===== src/dcs_map.svh =====
// register offsets, field positions, reset values and clock rates
`ifndef DCS_MAP_SVH
`define DCS_MAP_SVH

// ----------------------------------------
// register offsets (byte addresses)
// ----------------------------------------
`define DCS_CTRL_OFS 4'h0
`define DCS_SKIP_OFS 4'h4
`define DCS_STAT_OFS 4'h8
`define DCS_KEPT_OFS 4'hc

// ----------------------------------------
// control fields and reset values
// ----------------------------------------
`define DCS_REFSEL 1:0
`define DCS_CLKSEL 2
`define DCS_REFOUT 3
`define DCS_RATE10 4
`define DCS_CTRL_W 5
`define DCS_CTRL_RST 5'h00
`define DCS_SKIP_RST 16'h0001

// ----------------------------------------
// status fields
// ----------------------------------------
`define DCS_ST_LOCK 0
`define DCS_ST_ROLE 2:1
`define DCS_ST_CONFL 3
`define DCS_ST_FULL 4

// ----------------------------------------
// clock rates and bus answers
// ----------------------------------------
`define DCS_REF_KHZ 10000
`define DCS_TRIG_KHZ 20000000
`define DCS_SMP10_KHZ 10000000
`define DCS_SMP5_KHZ 5000000
`define DCS_DATA_KHZ 312500
`define DCS_RESP_OK 2'b00
`define DCS_RESP_ERR 2'b10

`endif


===== src/dcs_pkg.sv =====
// shared types of the digitizer clock control block
package dcs_pkg;
  // reference source; the unused code falls back to internal
  typedef enum logic [1:0] {
    REF_INT = 2'h0,
    REF_FRONT = 2'h1,
    REF_BP = 2'h2
  } dcs_ref_t;
  // front connector role, gray along idle -> ref in -> clk in -> ref out
  typedef enum logic [1:0] {
    ROLE_IDLE = 2'h0,
    ROLE_REF_IN = 2'h1,
    ROLE_CLK_IN = 2'h3,
    ROLE_REF_OUT = 2'h2
  } dcs_role_t;
endpackage : dcs_pkg


===== src/dcs_fifo.sv =====
// small synchronous fifo with valid and ready on both sides
`timescale 1ns/1ns
module dcs_fifo #(
  parameter int W = 16,
  parameter int D = 4
) (
  // clock and reset
  input wire logic aclk,
  input wire logic aresetn,
  // fill side
  input wire logic in_valid,
  output logic in_ready,
  input wire logic [W-1:0] in_data,
  // drain side
  output logic out_valid,
  input wire logic out_ready,
  output logic [W-1:0] out_data
);
  localparam int AW = $clog2(D);
  logic [W-1:0] mem [D];
  logic [AW-1:0] wp_q, rp_q;
  logic [AW:0] cnt_q;
  logic push, pop;

  // honest flags straight from the fill count
  assign in_ready = (cnt_q != (AW+1)'(D));
  assign out_valid = (cnt_q != '0);
  assign push = in_valid && in_ready;
  assign pop = out_valid && out_ready;
  assign out_data = mem[rp_q];

  // storage
  always_ff @(posedge aclk) begin
    if (push) begin
      mem[wp_q] <= in_data;
    end
  end

  // pointers wrap at depth, which need not be a power of two
  always_ff @(posedge aclk) begin
    if (!aresetn) begin
      wp_q <= '0;
      rp_q <= '0;
    end else begin
      if (push) begin
        wp_q <= (wp_q == AW'(D-1)) ? '0 : wp_q + 1'b1;
      end
      if (pop) begin
        rp_q <= (rp_q == AW'(D-1)) ? '0 : rp_q + 1'b1;
      end
    end
  end

  // fill count
  always_ff @(posedge aclk) begin
    if (!aresetn) begin
      cnt_q <= '0;
    end else if (push && !pop) begin
      cnt_q <= cnt_q + 1'b1;
    end else if (pop && !push) begin
      cnt_q <= cnt_q - 1'b1;
    end
  end

  fifo_bound_a: assert property (@(posedge aclk) disable iff (!aresetn)
    (cnt_q == (AW+1)'(D)) && !pop |=> !in_ready)
    else $error("fifo took a word while full");
endmodule : dcs_fifo


===== src/dcs_clkgen.sv =====
// derives trigger, sample and data clock enables from one base tick
`timescale 1ns/1ns
`include "dcs_map.svh"
module dcs_clkgen #(
  parameter int TRIG_PER_DATA = 64,
  parameter int CW = 8
) (
  // clock and reset
  input wire logic aclk,
  input wire logic aresetn,
  // source tick and mode
  input wire logic base_tick,
  input wire logic rate10,
  input wire logic realign,
  // derived enables
  output logic trig_en,
  output logic smp_en,
  output logic data_en
);
  localparam int T10 = `DCS_TRIG_KHZ / `DCS_SMP10_KHZ;
  localparam int T5 = `DCS_TRIG_KHZ / `DCS_SMP5_KHZ;
  logic [CW-1:0] smp_cnt_q, data_cnt_q, smp_top;

  // trigger clock is the fastest and runs at the base tick
  assign trig_en = base_tick;
  assign smp_top = rate10 ? CW'(T10 - 1) : CW'(T5 - 1);
  assign smp_en = base_tick && (smp_cnt_q == smp_top);
  assign data_en = base_tick && (data_cnt_q == CW'(TRIG_PER_DATA - 1));

  // common restart keeps sample and data phases locked together
  always_ff @(posedge aclk) begin
    if (!aresetn || realign) begin
      smp_cnt_q <= '0;
      data_cnt_q <= '0;
    end else if (base_tick) begin
      smp_cnt_q <= smp_en ? '0 : smp_cnt_q + 1'b1;
      data_cnt_q <= data_en ? '0 : data_cnt_q + 1'b1;
    end
  end

  data_on_smp_a: assert property (@(posedge aclk) disable iff (!aresetn)
    data_en |-> smp_en)
    else $error("data clock edge off a sample edge");
  trig_faster_a: assert property (@(posedge aclk) disable iff (!aresetn)
    smp_en |-> trig_en ##1 !smp_en)
    else $error("sample clock not slower than trigger clock");
endmodule : dcs_clkgen


===== src/dcs_top.sv =====
// clock reference, clock source, reference output and sample skip control
`timescale 1ns/1ns
`include "dcs_map.svh"

// Function
// - built-in 10 MHz reference phase-locks all clocks; with an external clock the lock check uses no reference
// - external clock drives every derived clock
// - data clock slower, locked, samples in parallel
// - trigger clock fastest, also timestamp base
// - host side decoupled from sampling clock domain
// - selectable reference: internal, front, backplane
// - selectable source: internal generator or external
// - reference out drives selected reference on connector
// - connector role follows clock configuration only
// - keep one of N samples, no filtering
module dcs_top #(
  parameter int DW = 16,
  parameter int FIFO_D = 4,
  parameter int REF_RATIO = `DCS_TRIG_KHZ / `DCS_REF_KHZ,
  parameter int LCW = 16
) (
  // clock and reset
  input wire logic aclk,
  input wire logic aresetn,
  // axi4-lite write address and data
  input wire logic awvalid,
  output logic awready,
  input wire logic [3:0] awaddr,
  input wire logic wvalid,
  output logic wready,
  input wire logic [31:0] wdata,
  input wire logic [3:0] wstrb,
  // axi4-lite write response
  output logic bvalid,
  input wire logic bready,
  output logic [1:0] bresp,
  // axi4-lite read
  input wire logic arvalid,
  output logic arready,
  input wire logic [3:0] araddr,
  output logic rvalid,
  input wire logic rready,
  output logic [31:0] rdata,
  output logic [1:0] rresp,
  // reference and generator ticks
  input wire logic int_ref_tick,
  input wire logic bp_ref_tick,
  input wire logic gen_tick,
  // shared front clock connector
  input wire logic sma_i,
  output logic sma_o,
  output logic sma_oe,
  // derived clock enables
  output logic trig_en,
  output logic smp_en,
  output logic data_en,
  // sample stream in
  input wire logic s_valid,
  output logic s_ready,
  input wire logic [DW-1:0] s_data,
  // thinned stream out
  output logic m_valid,
  input wire logic m_ready,
  output logic [DW-1:0] m_data
);
  localparam int TPD = `DCS_TRIG_KHZ / `DCS_DATA_KHZ;

  // ----------------------------------------
  // registers and bus state
  // ----------------------------------------
  logic [`DCS_CTRL_W-1:0] ctrl_q;
  logic [15:0] skip_q, skip_cnt_q;
  logic [31:0] kept_q;
  logic aw_have_q, w_have_q;
  logic [3:0] awaddr_q;
  logic [31:0] wdata_q;
  logic [3:0] wstrb_q;
  logic [1:0] bresp_q, rresp_q;
  logic [31:0] rdata_q;
  logic bvalid_q, rvalid_q;
  logic wr_do, wr_ctrl, wr_skip;

  // ----------------------------------------
  // clock configuration state
  // ----------------------------------------
  dcs_pkg::dcs_ref_t ref_sel;
  dcs_pkg::dcs_role_t role;
  logic clk_ext, rate10, refout_req, refout_ok, confl;
  logic sma_q, sma_rise, ref_tick, base_tick, realign;
  logic [LCW-1:0] lock_cnt_q;
  logic locked_q, sma_o_q, sma_oe_q;
  logic [`DCS_CTRL_W-1:0] ctrl_prev_q;

  // ----------------------------------------
  // skip path state
  // ----------------------------------------
  logic keep, in_fire, push_valid, fifo_ready;

  // byte-lane merge of a write into an existing word
  function automatic logic [31:0] merge(input logic [31:0] old, input logic [31:0] nw,
                                        input logic [3:0] be);
    logic [31:0] r;
    r = old;
    for (int i = 0; i < 4; i++) begin
      if (be[i]) begin
        r[i*8 +: 8] = nw[i*8 +: 8];
      end
    end
    return r;
  endfunction : merge

  // ----------------------------------------
  // axi4-lite write channel
  // ----------------------------------------
  // one write at a time: address and data are held until both are in
  assign awready = !aw_have_q && !bvalid_q;
  assign wready = !w_have_q && !bvalid_q;
  assign wr_do = aw_have_q && w_have_q;
  assign wr_ctrl = wr_do && (awaddr_q == `DCS_CTRL_OFS);
  assign wr_skip = wr_do && (awaddr_q == `DCS_SKIP_OFS);
  assign bvalid = bvalid_q;
  assign bresp = bresp_q;

  // capture address and data in either order
  always_ff @(posedge aclk) begin
    if (!aresetn) begin
      aw_have_q <= 1'b0;
      w_have_q <= 1'b0;
      awaddr_q <= 4'h0;
      wdata_q <= 32'h0;
      wstrb_q <= 4'h0;
    end else begin
      if (awvalid && awready) begin
        aw_have_q <= 1'b1;
        awaddr_q <= awaddr;
      end else if (wr_do) begin
        aw_have_q <= 1'b0;
      end
      if (wvalid && wready) begin
        w_have_q <= 1'b1;
        wdata_q <= wdata;
        wstrb_q <= wstrb;
      end else if (wr_do) begin
        w_have_q <= 1'b0;
      end
    end
  end

  // response one cycle after both halves are in; status is read only
  always_ff @(posedge aclk) begin
    if (!aresetn) begin
      bvalid_q <= 1'b0;
      bresp_q <= `DCS_RESP_OK;
    end else if (wr_do) begin
      bvalid_q <= 1'b1;
      bresp_q <= (wr_ctrl || wr_skip) ? `DCS_RESP_OK : `DCS_RESP_ERR;
    end else if (bready) begin
      bvalid_q <= 1'b0;
    end
  end

  // control register steers source selection and reference output
  always_ff @(posedge aclk) begin
    if (!aresetn) begin
      ctrl_q <= `DCS_CTRL_RST;
    end else if (wr_ctrl) begin
      ctrl_q <= `DCS_CTRL_W'(merge(32'(ctrl_q), wdata_q, wstrb_q));
    end
  end

  // skip factor; zero is stored but acts as one
  always_ff @(posedge aclk) begin
    if (!aresetn) begin
      skip_q <= `DCS_SKIP_RST;
    end else if (wr_skip) begin
      skip_q <= 16'(merge(32'(skip_q), wdata_q, wstrb_q));
    end
  end

  // ----------------------------------------
  // axi4-lite read channel
  // ----------------------------------------
  assign arready = !rvalid_q;
  assign rvalid = rvalid_q;
  assign rdata = rdata_q;
  assign rresp = rresp_q;

  // answer one cycle after the address; unmapped reads zero with error
  always_ff @(posedge aclk) begin
    if (!aresetn) begin
      rvalid_q <= 1'b0;
      rdata_q <= 32'h0;
      rresp_q <= `DCS_RESP_OK;
    end else if (arvalid && arready) begin
      rvalid_q <= 1'b1;
      rresp_q <= `DCS_RESP_OK;
      case (araddr)
        `DCS_CTRL_OFS: rdata_q <= 32'(ctrl_q);
        `DCS_SKIP_OFS: rdata_q <= 32'(skip_q);
        `DCS_STAT_OFS: rdata_q <= {27'h0, !fifo_ready, confl, role, locked_q};
        `DCS_KEPT_OFS: rdata_q <= kept_q;
        default: begin
          rdata_q <= 32'h0;
          rresp_q <= `DCS_RESP_ERR;
        end
      endcase
    end else if (rready) begin
      rvalid_q <= 1'b0;
    end
  end

  // ----------------------------------------
  // reference and clock source selection
  // ----------------------------------------
  assign ref_sel = dcs_pkg::dcs_ref_t'(ctrl_q[`DCS_REFSEL]);
  assign clk_ext = ctrl_q[`DCS_CLKSEL];
  assign rate10 = ctrl_q[`DCS_RATE10];
  assign refout_req = ctrl_q[`DCS_REFOUT];
  // inputs are synchronous, so the previous level is enough for an edge
  assign sma_rise = sma_i && !sma_q;

  // selected reference tick, unused code falls back to internal
  always_comb begin
    case (ref_sel)
      dcs_pkg::REF_FRONT: ref_tick = sma_rise;
      dcs_pkg::REF_BP: ref_tick = bp_ref_tick;
      default: ref_tick = int_ref_tick;
    endcase
  end

  // external clock replaces the generator as the root of every clock
  assign base_tick = clk_ext ? sma_rise : gen_tick;

  // connector role falls out of the configuration, no setting of its own
  always_comb begin
    if (clk_ext) begin
      role = dcs_pkg::ROLE_CLK_IN;
    end else if (ref_sel == dcs_pkg::REF_FRONT) begin
      role = dcs_pkg::ROLE_REF_IN;
    end else if (refout_req) begin
      role = dcs_pkg::ROLE_REF_OUT;
    end else begin
      role = dcs_pkg::ROLE_IDLE;
    end
  end

  // driving out while the connector is an input would fight the source
  assign refout_ok = (role == dcs_pkg::ROLE_REF_OUT);
  assign confl = refout_req && !refout_ok;
  assign realign = (ctrl_q != ctrl_prev_q);

  // connector edge history and configuration history
  always_ff @(posedge aclk) begin
    if (!aresetn) begin
      sma_q <= 1'b0;
      ctrl_prev_q <= `DCS_CTRL_RST;
    end else begin
      sma_q <= sma_i;
      ctrl_prev_q <= ctrl_q;
    end
  end

  // reference output: the selected reference level on the connector
  always_ff @(posedge aclk) begin
    if (!aresetn) begin
      sma_o_q <= 1'b0;
      sma_oe_q <= 1'b0;
    end else begin
      sma_o_q <= refout_ok && ref_tick;
      sma_oe_q <= refout_ok;
    end
  end
  assign sma_o = sma_o_q;
  assign sma_oe = sma_oe_q;

  // ----------------------------------------
  // lock check against the reference
  // ----------------------------------------
  // counts trigger ticks per reference period with the internal generator; only a wrong
  // count or a control change drops the lock, since a stopped reference is indistinguishable
  // here; an external clock counts as locked from its first edge
  always_ff @(posedge aclk) begin
    if (!aresetn || realign) begin
      lock_cnt_q <= '0;
      locked_q <= 1'b0;
    end else if (clk_ext) begin
      locked_q <= locked_q || base_tick;
    end else if (ref_tick) begin
      lock_cnt_q <= LCW'(base_tick);
      locked_q <= (lock_cnt_q == LCW'(REF_RATIO));
    end else if (base_tick) begin
      lock_cnt_q <= lock_cnt_q + 1'b1;
    end
  end

  // ----------------------------------------
  // derived clock enables
  // ----------------------------------------
  dcs_clkgen #(
    .TRIG_PER_DATA(TPD),
    .CW(8)
  ) u_clkgen (
    .aclk(aclk),
    .aresetn(aresetn),
    .base_tick(base_tick),
    .rate10(rate10),
    .realign(realign),
    .trig_en(trig_en),
    .smp_en(smp_en),
    .data_en(data_en)
  );

  // ----------------------------------------
  // sample skip
  // ----------------------------------------
  // keep the first of every group; no filter, dropped samples vanish
  assign keep = (skip_cnt_q == 16'h0000);
  assign in_fire = s_valid && s_ready;
  assign push_valid = s_valid && keep;
  // dropped samples are consumed without waiting on the fifo
  assign s_ready = keep ? fifo_ready : 1'b1;

  // group counter, restarted by any write to the factor
  always_ff @(posedge aclk) begin
    if (!aresetn || wr_skip) begin
      skip_cnt_q <= 16'h0000;
    end else if (in_fire) begin
      if (skip_cnt_q + 16'h0001 >= skip_q) begin
        skip_cnt_q <= 16'h0000;
      end else begin
        skip_cnt_q <= skip_cnt_q + 16'h0001;
      end
    end
  end

  // count of kept samples for software
  always_ff @(posedge aclk) begin
    if (!aresetn) begin
      kept_q <= 32'h0;
    end else if (in_fire && keep) begin
      kept_q <= kept_q + 32'h1;
    end
  end

  // buffer toward the host side, whose pace is its own
  dcs_fifo #(
    .W(DW),
    .D(FIFO_D)
  ) u_fifo (
    .aclk(aclk),
    .aresetn(aresetn),
    .in_valid(push_valid),
    .in_ready(fifo_ready),
    .in_data(s_data),
    .out_valid(m_valid),
    .out_ready(m_ready),
    .out_data(m_data)
  );

  // ----------------------------------------
  // checks
  // ----------------------------------------
  refout_level_a: assert property (@(posedge aclk) disable iff (!aresetn)
    refout_ok && ref_tick && !realign |=> sma_oe && sma_o)
    else $error("selected reference not driven out");
  no_fight_a: assert property (@(posedge aclk) disable iff (!aresetn)
    (clk_ext || ref_sel == dcs_pkg::REF_FRONT) ##1 $stable(ctrl_q) |-> !sma_oe)
    else $error("connector driven while it is an input");
  ext_root_a: assert property (@(posedge aclk) disable iff (!aresetn)
    clk_ext && !sma_rise |-> !trig_en && !smp_en && !data_en)
    else $error("clock edge without an external clock edge");
  bp_ref_a: assert property (@(posedge aclk) disable iff (!aresetn)
    !clk_ext && ref_sel == dcs_pkg::REF_BP && bp_ref_tick && !realign |=> sma_oe == sma_o)
    else $error("backplane reference not selected");
  int_gen_a: assert property (@(posedge aclk) disable iff (!aresetn)
    !clk_ext |-> trig_en == gen_tick)
    else $error("internal generator not the clock root");
  lock_cause_a: assert property (@(posedge aclk) disable iff (!aresetn)
    !clk_ext && $rose(locked_q) |-> $past(ref_tick))
    else $error("lock declared without a reference edge");
  skip_one_a: assert property (@(posedge aclk) disable iff (!aresetn)
    skip_q <= 16'h0001 && !$past(wr_skip) && in_fire |-> push_valid)
    else $error("factor one dropped a sample");
  skip_gap_a: assert property (@(posedge aclk) disable iff (!aresetn || wr_skip)
    in_fire && keep && skip_q == 16'h0004 ##1 (!wr_skip && skip_q == 16'h0004)[*1]
    |-> !keep)
    else $error("kept sample followed by another too soon");
  skip_restart_a: assert property (@(posedge aclk) disable iff (!aresetn)
    wr_skip |=> keep)
    else $error("skip counter not restarted");
endmodule : dcs_top


===== config.mk =====
export PLATFORM = sky130hd
export DESIGN_NAME = dcs_top
export DESIGN_NICKNAME = d
export VERILOG_FILES = /design/src/dcs_pkg.sv /design/src/dcs_fifo.sv /design/src/dcs_clkgen.sv /design/src/dcs_top.sv
export VERILOG_INCLUDE_DIRS = /design/src
export SDC_FILE = /design/constraint.sdc
export NUM_CORES = 1
export LEC_CHECK = 0
export BUFFER_PORTS_ARGS = -buffer_cell sky130_fd_sc_hd__buf_2
export CAP_MARGIN = 20
export CORE_AREA = 3 3 171 173
export DETAILED_ROUTE_END_ITERATION = 8
export DIE_AREA = 0 0 174 176
export GPL_TIMING_DRIVEN = 0
export MAX_ROUTING_LAYER = met4
export PLACE_DENSITY = 0.65
export SETUP_SLACK_MARGIN = 0.4
export SYNTH_ARGS = -nofsm -noshare
export SYNTH_HDL_FRONTEND = slang
export SYNTH_SLANG_ARGS = --single-unit
export TNS_END_PERCENT = 20

===== constraint.sdc =====
create_clock -name aclk -period 3.5 [get_ports aclk]
set_clock_uncertainty 0.15 [all_clocks]
set_input_delay 0.175 -clock aclk [delete_from_list [all_inputs] [get_ports aclk]]
set_output_delay 0.175 -clock aclk [all_outputs]
set_load 0.03 [all_outputs]

# After elaboration in Yosys (flattened, before gate mapping)

Memory sizes are Yosys's and may differ from the RTL's. A register that Yosys moved wholly into a read port is not among the register bits.
Index checks and enable logic that the tools add are counted.

Add/sub/neg operators: 9
$mul: 0
Divide/modulo/power cells: 0
Order comparisons: 1
Eq/ne operators: 14
Shifts and indexed selects: 0
Muxes and demuxes: 32
Bitwise operators: 1
Reductions and logical operators: 50

Operators by type and width:

| cell                                                              | number |
|---|---|
| 32-bit one-hot mux with 4 select lines                            | 1 |
| 16-bit two-way mux                                                | 3 |
| 16-bit by 1-bit adder with 16-bit output, second input constant   | 2 |
| 32-bit by 1-bit adder with 32-bit output, second input constant   | 1 |
| 1-bit logical AND                                                 | 20 |
| 2-bit two-way mux                                                 | 10 |
| 8-bit by 1-bit adder with 8-bit output, second input constant     | 2 |
| 16-bit by 11-bit == test with 1-bit output, second input constant | 1 |
| 16-bit >= comparator                                              | 1 |
| 16-bit logical NOT                                                | 1 |
| 8-bit two-way mux                                                 | 2 |
| 2-bit nonzero test                                                | 7 |
| 1-bit two-way mux                                                 | 13 |
| 1-bit logical NOT                                                 | 10 |
| 2-bit == test, second input constant                              | 4 |
| 4-bit by 3-bit == test with 1-bit output, second input constant   | 2 |
| 4-bit == test, second input constant                              | 2 |
| 8-bit by 6-bit == test with 1-bit output, second input constant   | 1 |
| 8-bit == test                                                     | 1 |
| 4-bit logical NOT                                                 | 2 |
| 2-bit AND reduction                                               | 4 |
| 3-bit two-way mux                                                 | 2 |
| 5-bit != test                                                     | 1 |
| 2-bit by 1-bit adder with 2-bit output, second input constant     | 2 |
| 9 further kinds                                                   | 12 |

Register bits after elaboration: 179
Bits in latches: 0
Memory bits (writable): 64
Memory bits (read-only): 0
Input port bits: 73
Output and inout bits: 64
Logic and storage cells: 134
Memories kept: 1

Memory list:

| memory     | depth | bits a word | rd ports | clocked after memory_dff | wr ports | line           | source |
|---|---|---|---|---|---|---|---|
| u_fifo.mem | 4     | 16          | 1        | 1                        | 1        | dcs_fifo.sv:20 | `logic [W-1:0] mem [D];` |

# Depth between registers and ports, before layout

Word-level depth: 7
Mapped depth: 13
Depth with buffers taken out: 12

# Hierarchy

From an unflattened synthesis, not the netlist that was laid out.

Cells, all modules: 1043
Area, all modules: 11080.6 um2

Modules (own cells, without submodules):

| module     | times used | cells an instance | area an instance (um2) | seq. area each (um2) |
|---|---|---|---|---|
| dcs_top    | 1          | 825               | 7523.5                 | 3083.0 |
| dcs_fifo   | 1          | 135               | 2795.2                 | 2102.0 |
| dcs_clkgen | 1          | 83                | 762.0                  | 320.3 |

# Worst setup path before layout

No wires, ideal clock.

Kind: register to register
Start: reg skip_cnt_q[4]
End: reg skip_cnt_q[8]
Setup time: 0.117 ns
Arrival time: 2.878 ns
Required time: 3.233 ns
Slack: 0.354 ns
Stages on the path, launching flop included: 14
Buffers on the path: 1
Period minus slack after synthesis: 3.146 ns
Path through: dfxtp_1 buf_2 and4_1 and3_2 nand4_1 nor2_1 xnor2_1 ha_1 nand2_1 nor4_1 nand2_1 nand4_1 nor2_2 a22o_2

Cells in the longest elaborated chain, start to end: 3
Elaborated cells between the ends (all ways): 6
Those cells by class: add/sub (1); order compare (1); mux (2); reduce/logical (2)

Ends and longest elaborated chain:

| what                                                                           | line                                           | source |
|---|---|---|
| start: declaration                                                             | dcs_top.sv:72                                  | `logic [15:0] skip_q, skip_cnt_q;` |
| start signal: assignment                                                       | dcs_top.sv:331                                 | `skip_cnt_q <= skip_cnt_q + 16'h0001;` |
| 16-bit by 1-bit adder with 16-bit output or 16-bit logical NOT (tied branches) | dcs_top.sv:328, dcs_top.sv:331, dcs_top.sv:317 |  |
| 16-bit >= comparator or 1-bit two-way mux (tied branches)                      | dcs_top.sv:328, dcs_top.sv:321                 |  |
| 16-bit two-way mux or 1-bit logical AND (tied branches)                        | dcs_top.sv:328, dcs_top.sv:318                 |  |

Several ways; a longest one is shown, not always the timed one.
A chain may end at the register's enable or synchronous reset.

# Worst setup path after layout

Start: reg skip_cnt_q[4]
End: reg skip_cnt_q[10]

Same word-level chain as after synthesis.

==> summary.txt <==
Synth
  – Synth top area cells: dfxtp_1 32%, edfxtp_1 17%, nand2_1 4.3%
  – FFs w/ async S/R, synth: 0%
  – Sequential share of the synthesized area: 49.7%
  – Ys Warns: 0
  – Largest area contributor in the netlist: dfxtp_1
  – Count of state elements after synthesis: 243
  – Syn Area/Cell: 10.1 um^2
  – Post-synth cell types: between 70 and 80
  – Top_reg_cell synth: dfxtp_1
  – Post-synth EDFFs: 64
  – Syn Inst Count: 1092
  – Area share of the largest cell type after synthesis: 32.4%
  – Mapped Area: about 0.011 mm^2

Setup path
  – R2R depth: 15
  – CP startpoint: skip_cnt_q[4]
  – CP max stage cell: nor4_4
  – RR Endpoint: skip_cnt_q[10]
  – R2r startpoint: skip_cnt_q[4]
  – R2r setup slk: 0.34 ns
  – CP required: 3.79 ns
  – Worst Path Arrival: roughly 3.4 ns
  – Worst Setup End Kind: flip-flop
  – CP Cell Sequence: buf_6 > and4_4 > and3_4 > nand4_1 > buf_4 > nor2_4 > xnor2_2 > ha_1 > nand2_2 > nor4_4 > nand3b_4 > nand4_1 > buf_6 > nor2_4 > a22o_1
  – Worst Path Max Fanout: 8
  – Max incr delay on CP: 0.39 ns
  – CP Launch Type: flip-flop
  – CP Class: reg -> reg

Clock network
  – CTS Sinks: approximately 240
  – Worst-path clk slew: 0.07 ns
  – Clock Tree Buf Depth: 3
  – CTS tree: built
  – CTS H-tree lvls: 1
  – Clk Tree Root Cell: clkbuf_16
  – Worst skew pair latency: roughly 0.55 ns
  – Total CTS buffers: 28

Timing
  – Final Max Tran Viols: 0
  – Post-route setup slack: 0.345 ns
  – Minimum clock period: ~3.2 ns
  – Slew headroom: 49.2%
  – Hold Vio Cnt, Final: 0
  – RSZ-0062 raised after global routing: yes
  – Final setup violation count: 0
  – FMAX: 0.317 GHz
  – Final worst path period share: 90.1%
  – Tightest Pin Transition: 0.762 ns

GRT
  – Grt ovf: 0
  – Initial antenna violation count: 2
  – Gr usage total: 17.9%
  – Largest net degree at the start of global routing: 17
  – Global-route wire length before repair: around 44000 um
  – Vias in the first global route: about 8300

Floorplan
  – Row cnt: just over 60
  – Initial core utilization: 39.8%
  – Die ar.: between 0.03 and 0.04 mm^2
  – Core Footprint: 0.0278 mm^2
  – Die height: 176 um
  – IO Pins: 137
  – Die Wd: 174 um

Route
  – Vias/cell: approximately 5.0
  – First DRT Iteration DRCs: 666
  – Drt pass-1 iters: 7
  – WL/cell: 16.0 um
  – DRC: 0
  – DRT antenna net count: 0
  – WL final: 27500 um
  – Vias: 8622

Placed design
  – HPWL after DPL: 19200 um
  – Pre-CTS setup slack: -0.229 ns
  – Gp weighted congestion: 0.895
  – Placed cells: 1586
  – Port buffer count: 115

Hold path
  – Tightest Hold Check Type: in -> reg
  – Hold path depth: 4
  – Hold EP: wdata_q[5]
  – Hold path start: wvalid

Finish
  – Nets: 1419
  – Area delta synth->final: 27.2%
  – Filler cells: 2537
  – Share of layout cells above drive strength 1: 20.6%
  – Layout Cells excl Fill: 1717

Pwr
  – Flop pwr share: 41.5%
  – Sw power: 1.90 mW
  – Combinational power share: between 10% and 20%
  – Sw frac: 25.4%
  – Leakage: between 5 and 6 nW
  – P_int: about 5.6 mW
  – Power per Cell Area: 531 mW/mm^2
  – Worst VDD drop: ~0.00037 V
  – Clk pwr share: ~45%

Job
  – Max_cap viols: 0

Outcome
  – Status: complete, no violations
[routing by layer]
| metal | wire, um | global-route usage [%] |
|---|---|---|
| met5 | 0 | - |
| met4 | 483 | 4.73 |
| met3 | 1360 | 2.62 |
| met2 | 13200 | 29.9 |
| met1 | 12500 | 22.9 |
[stage by stage]
step	setup TNS (ns)	utilization (%)	hold WS [ns]	total power, mW	instance area [um^2]
after floorplan	0	-	0.124	3.83	11100
after global placement	-1.68	43.6	0.242	4.12	12100
after detailed placement	-1.75	43.6	0.246	4.13	12100
after CTS	0	50.0	0.00364	7.55	13900
after global routing	0	50.7	0.0499	7.76	14100
final	0	50.7	0.0211	7.47	14100
[synthesized netlist by cell type, types with 16 or more instances]
master and count:
a21boi_0 42, clkbuf_1 33, nand4_1 26, o21ai_0 36, nand3_1 51, dfxtp_1 179
nand2_1 126, a21oi_1 27, xor2_1 31, nor2b_1 38, inv_1 41, nor3_1 25
mux2i_1 28, ha_1 31, nor2_1 55, and2_1 45, edfxtp_1 64, mux4_2 16
xnor2_1 39
[kinds of logic (layout without fill, tap and decap cells)]
family | after synthesis | after routing | synth area share [%]
buffers and inverters | 95 | 338 | 3.72
adders and majority gates | 32 | 32 | 3.69
other | 1 | 5 | 0.0339
DFF | 243 | 243 | 49.7
AOI/OAI and AO/OA | 156 | 156 | 9.38
muxes | 44 | 44 | 5.79
and+or+nand+nor | 451 | 451 | 22.1
xor gates and xnor gates | 70 | 70 | 5.54
[worst max-delay path by stage]
stage / to
2_1_floorplan: skip_cnt_q[8]
6_report: skip_cnt_q[10]
3_5_place_dp: skip_cnt_q[8]
5_1_grt: skip_cnt_q[8]
4_1_cts: skip_cnt_q[8]
3_3_place_gp: skip_cnt_q[8]
[layout by cell type, fill, tap and decap left out, drive strengths merged, types with 28 or more instances in the layout]
master,Yosys,routed
a21boi,48,48
and2,47,47
buf,19,156
clkbuf,33,65
dfxtp,179,179
dlygate4sd3,0,54
edfxtp,64,64
ha,31,31
inv,43,44
mux2i,28,28
nand2,127,127
nand3,51,51
nand4,29,29
nor2,56,56
nor2b,38,38
o21ai,37,37
xnor2,39,39
xor2,31,31
[power by group through the flow]
stage	Clock, mW	Sequential [mW]	Combinational, mW
3_5_place_dp	0	3.16	0.972
6_report	3.35	3.10	1.02
4_1_cts	3.42	3.10	1.03
3_3_place_gp	0	3.16	0.960
5_1_grt	3.54	3.11	1.11
2_1_floorplan	0	3.14	0.690
[registers in the layout (all words and copies together), names as in the netlist, 2 cells and up, named ones only]
| signal | cells |
|---|---|
| u_clkgen.data_cnt_q | 8 |
| u_fifo.cnt_q | 3 |
| ctrl_prev_q | 5 |
| u_fifo.mem | 64 |
| awaddr_q | 4 |
| skip_q | 16 |
| wstrb_q | 2 |
| u_fifo.rp_q | 2 |
| wdata_q | 16 |
| u_fifo.wp_q | 2 |
| skip_cnt_q | 16 |
| rdata | 32 |
| lock_cnt_q | 16 |
| kept_q | 32 |
| u_clkgen.smp_cnt_q | 8 |
| ctrl_q | 5 |
[critical path: cells and delay by family, from the launching register on]
kind,cells,cell delay [ns]
xor gates and xnor gates,1,0.07
DFF,1,0.34
AOI/OAI and AO/OA,1,0.24
and+or+nand+nor,9,1.51
adders and majority gates,1,0.29
buffers and inverters,3,0.44
[cell type report]
| cell class | instances | area [um^2] | share of cell area [%] |
|---|---|---|---|
| Buffer | 52 | 274 | 1.95 |
| Timing Repair Buffer | 191 | 1280 | 9.13 |
| Tap cell | 378 | 473 | 3.36 |
| Inverter | 43 | 164 | 1.16 |
| Multi-Input combinational cell | 755 | 5280 | 37.5 |
| Clock inverter | 20 | 347 | 2.46 |
| Clock buffer | 32 | 726 | 5.16 |
| Antenna cell | 3 | 7.51 | 0.0533 |
| Sequential cell | 243 | 5520 | 39.2 |
[what timing repair did]
action	4_1_cts	5_1_grt
setup endpoints to repair	16	17
endpoints found under the hold margin	98	0
gates resized for setup	30	21
pin swaps	14	18
hold buffers	54	0
buffers inserted	7	14
gates cloned	1	0
Power figures use the tool's default switching activity.
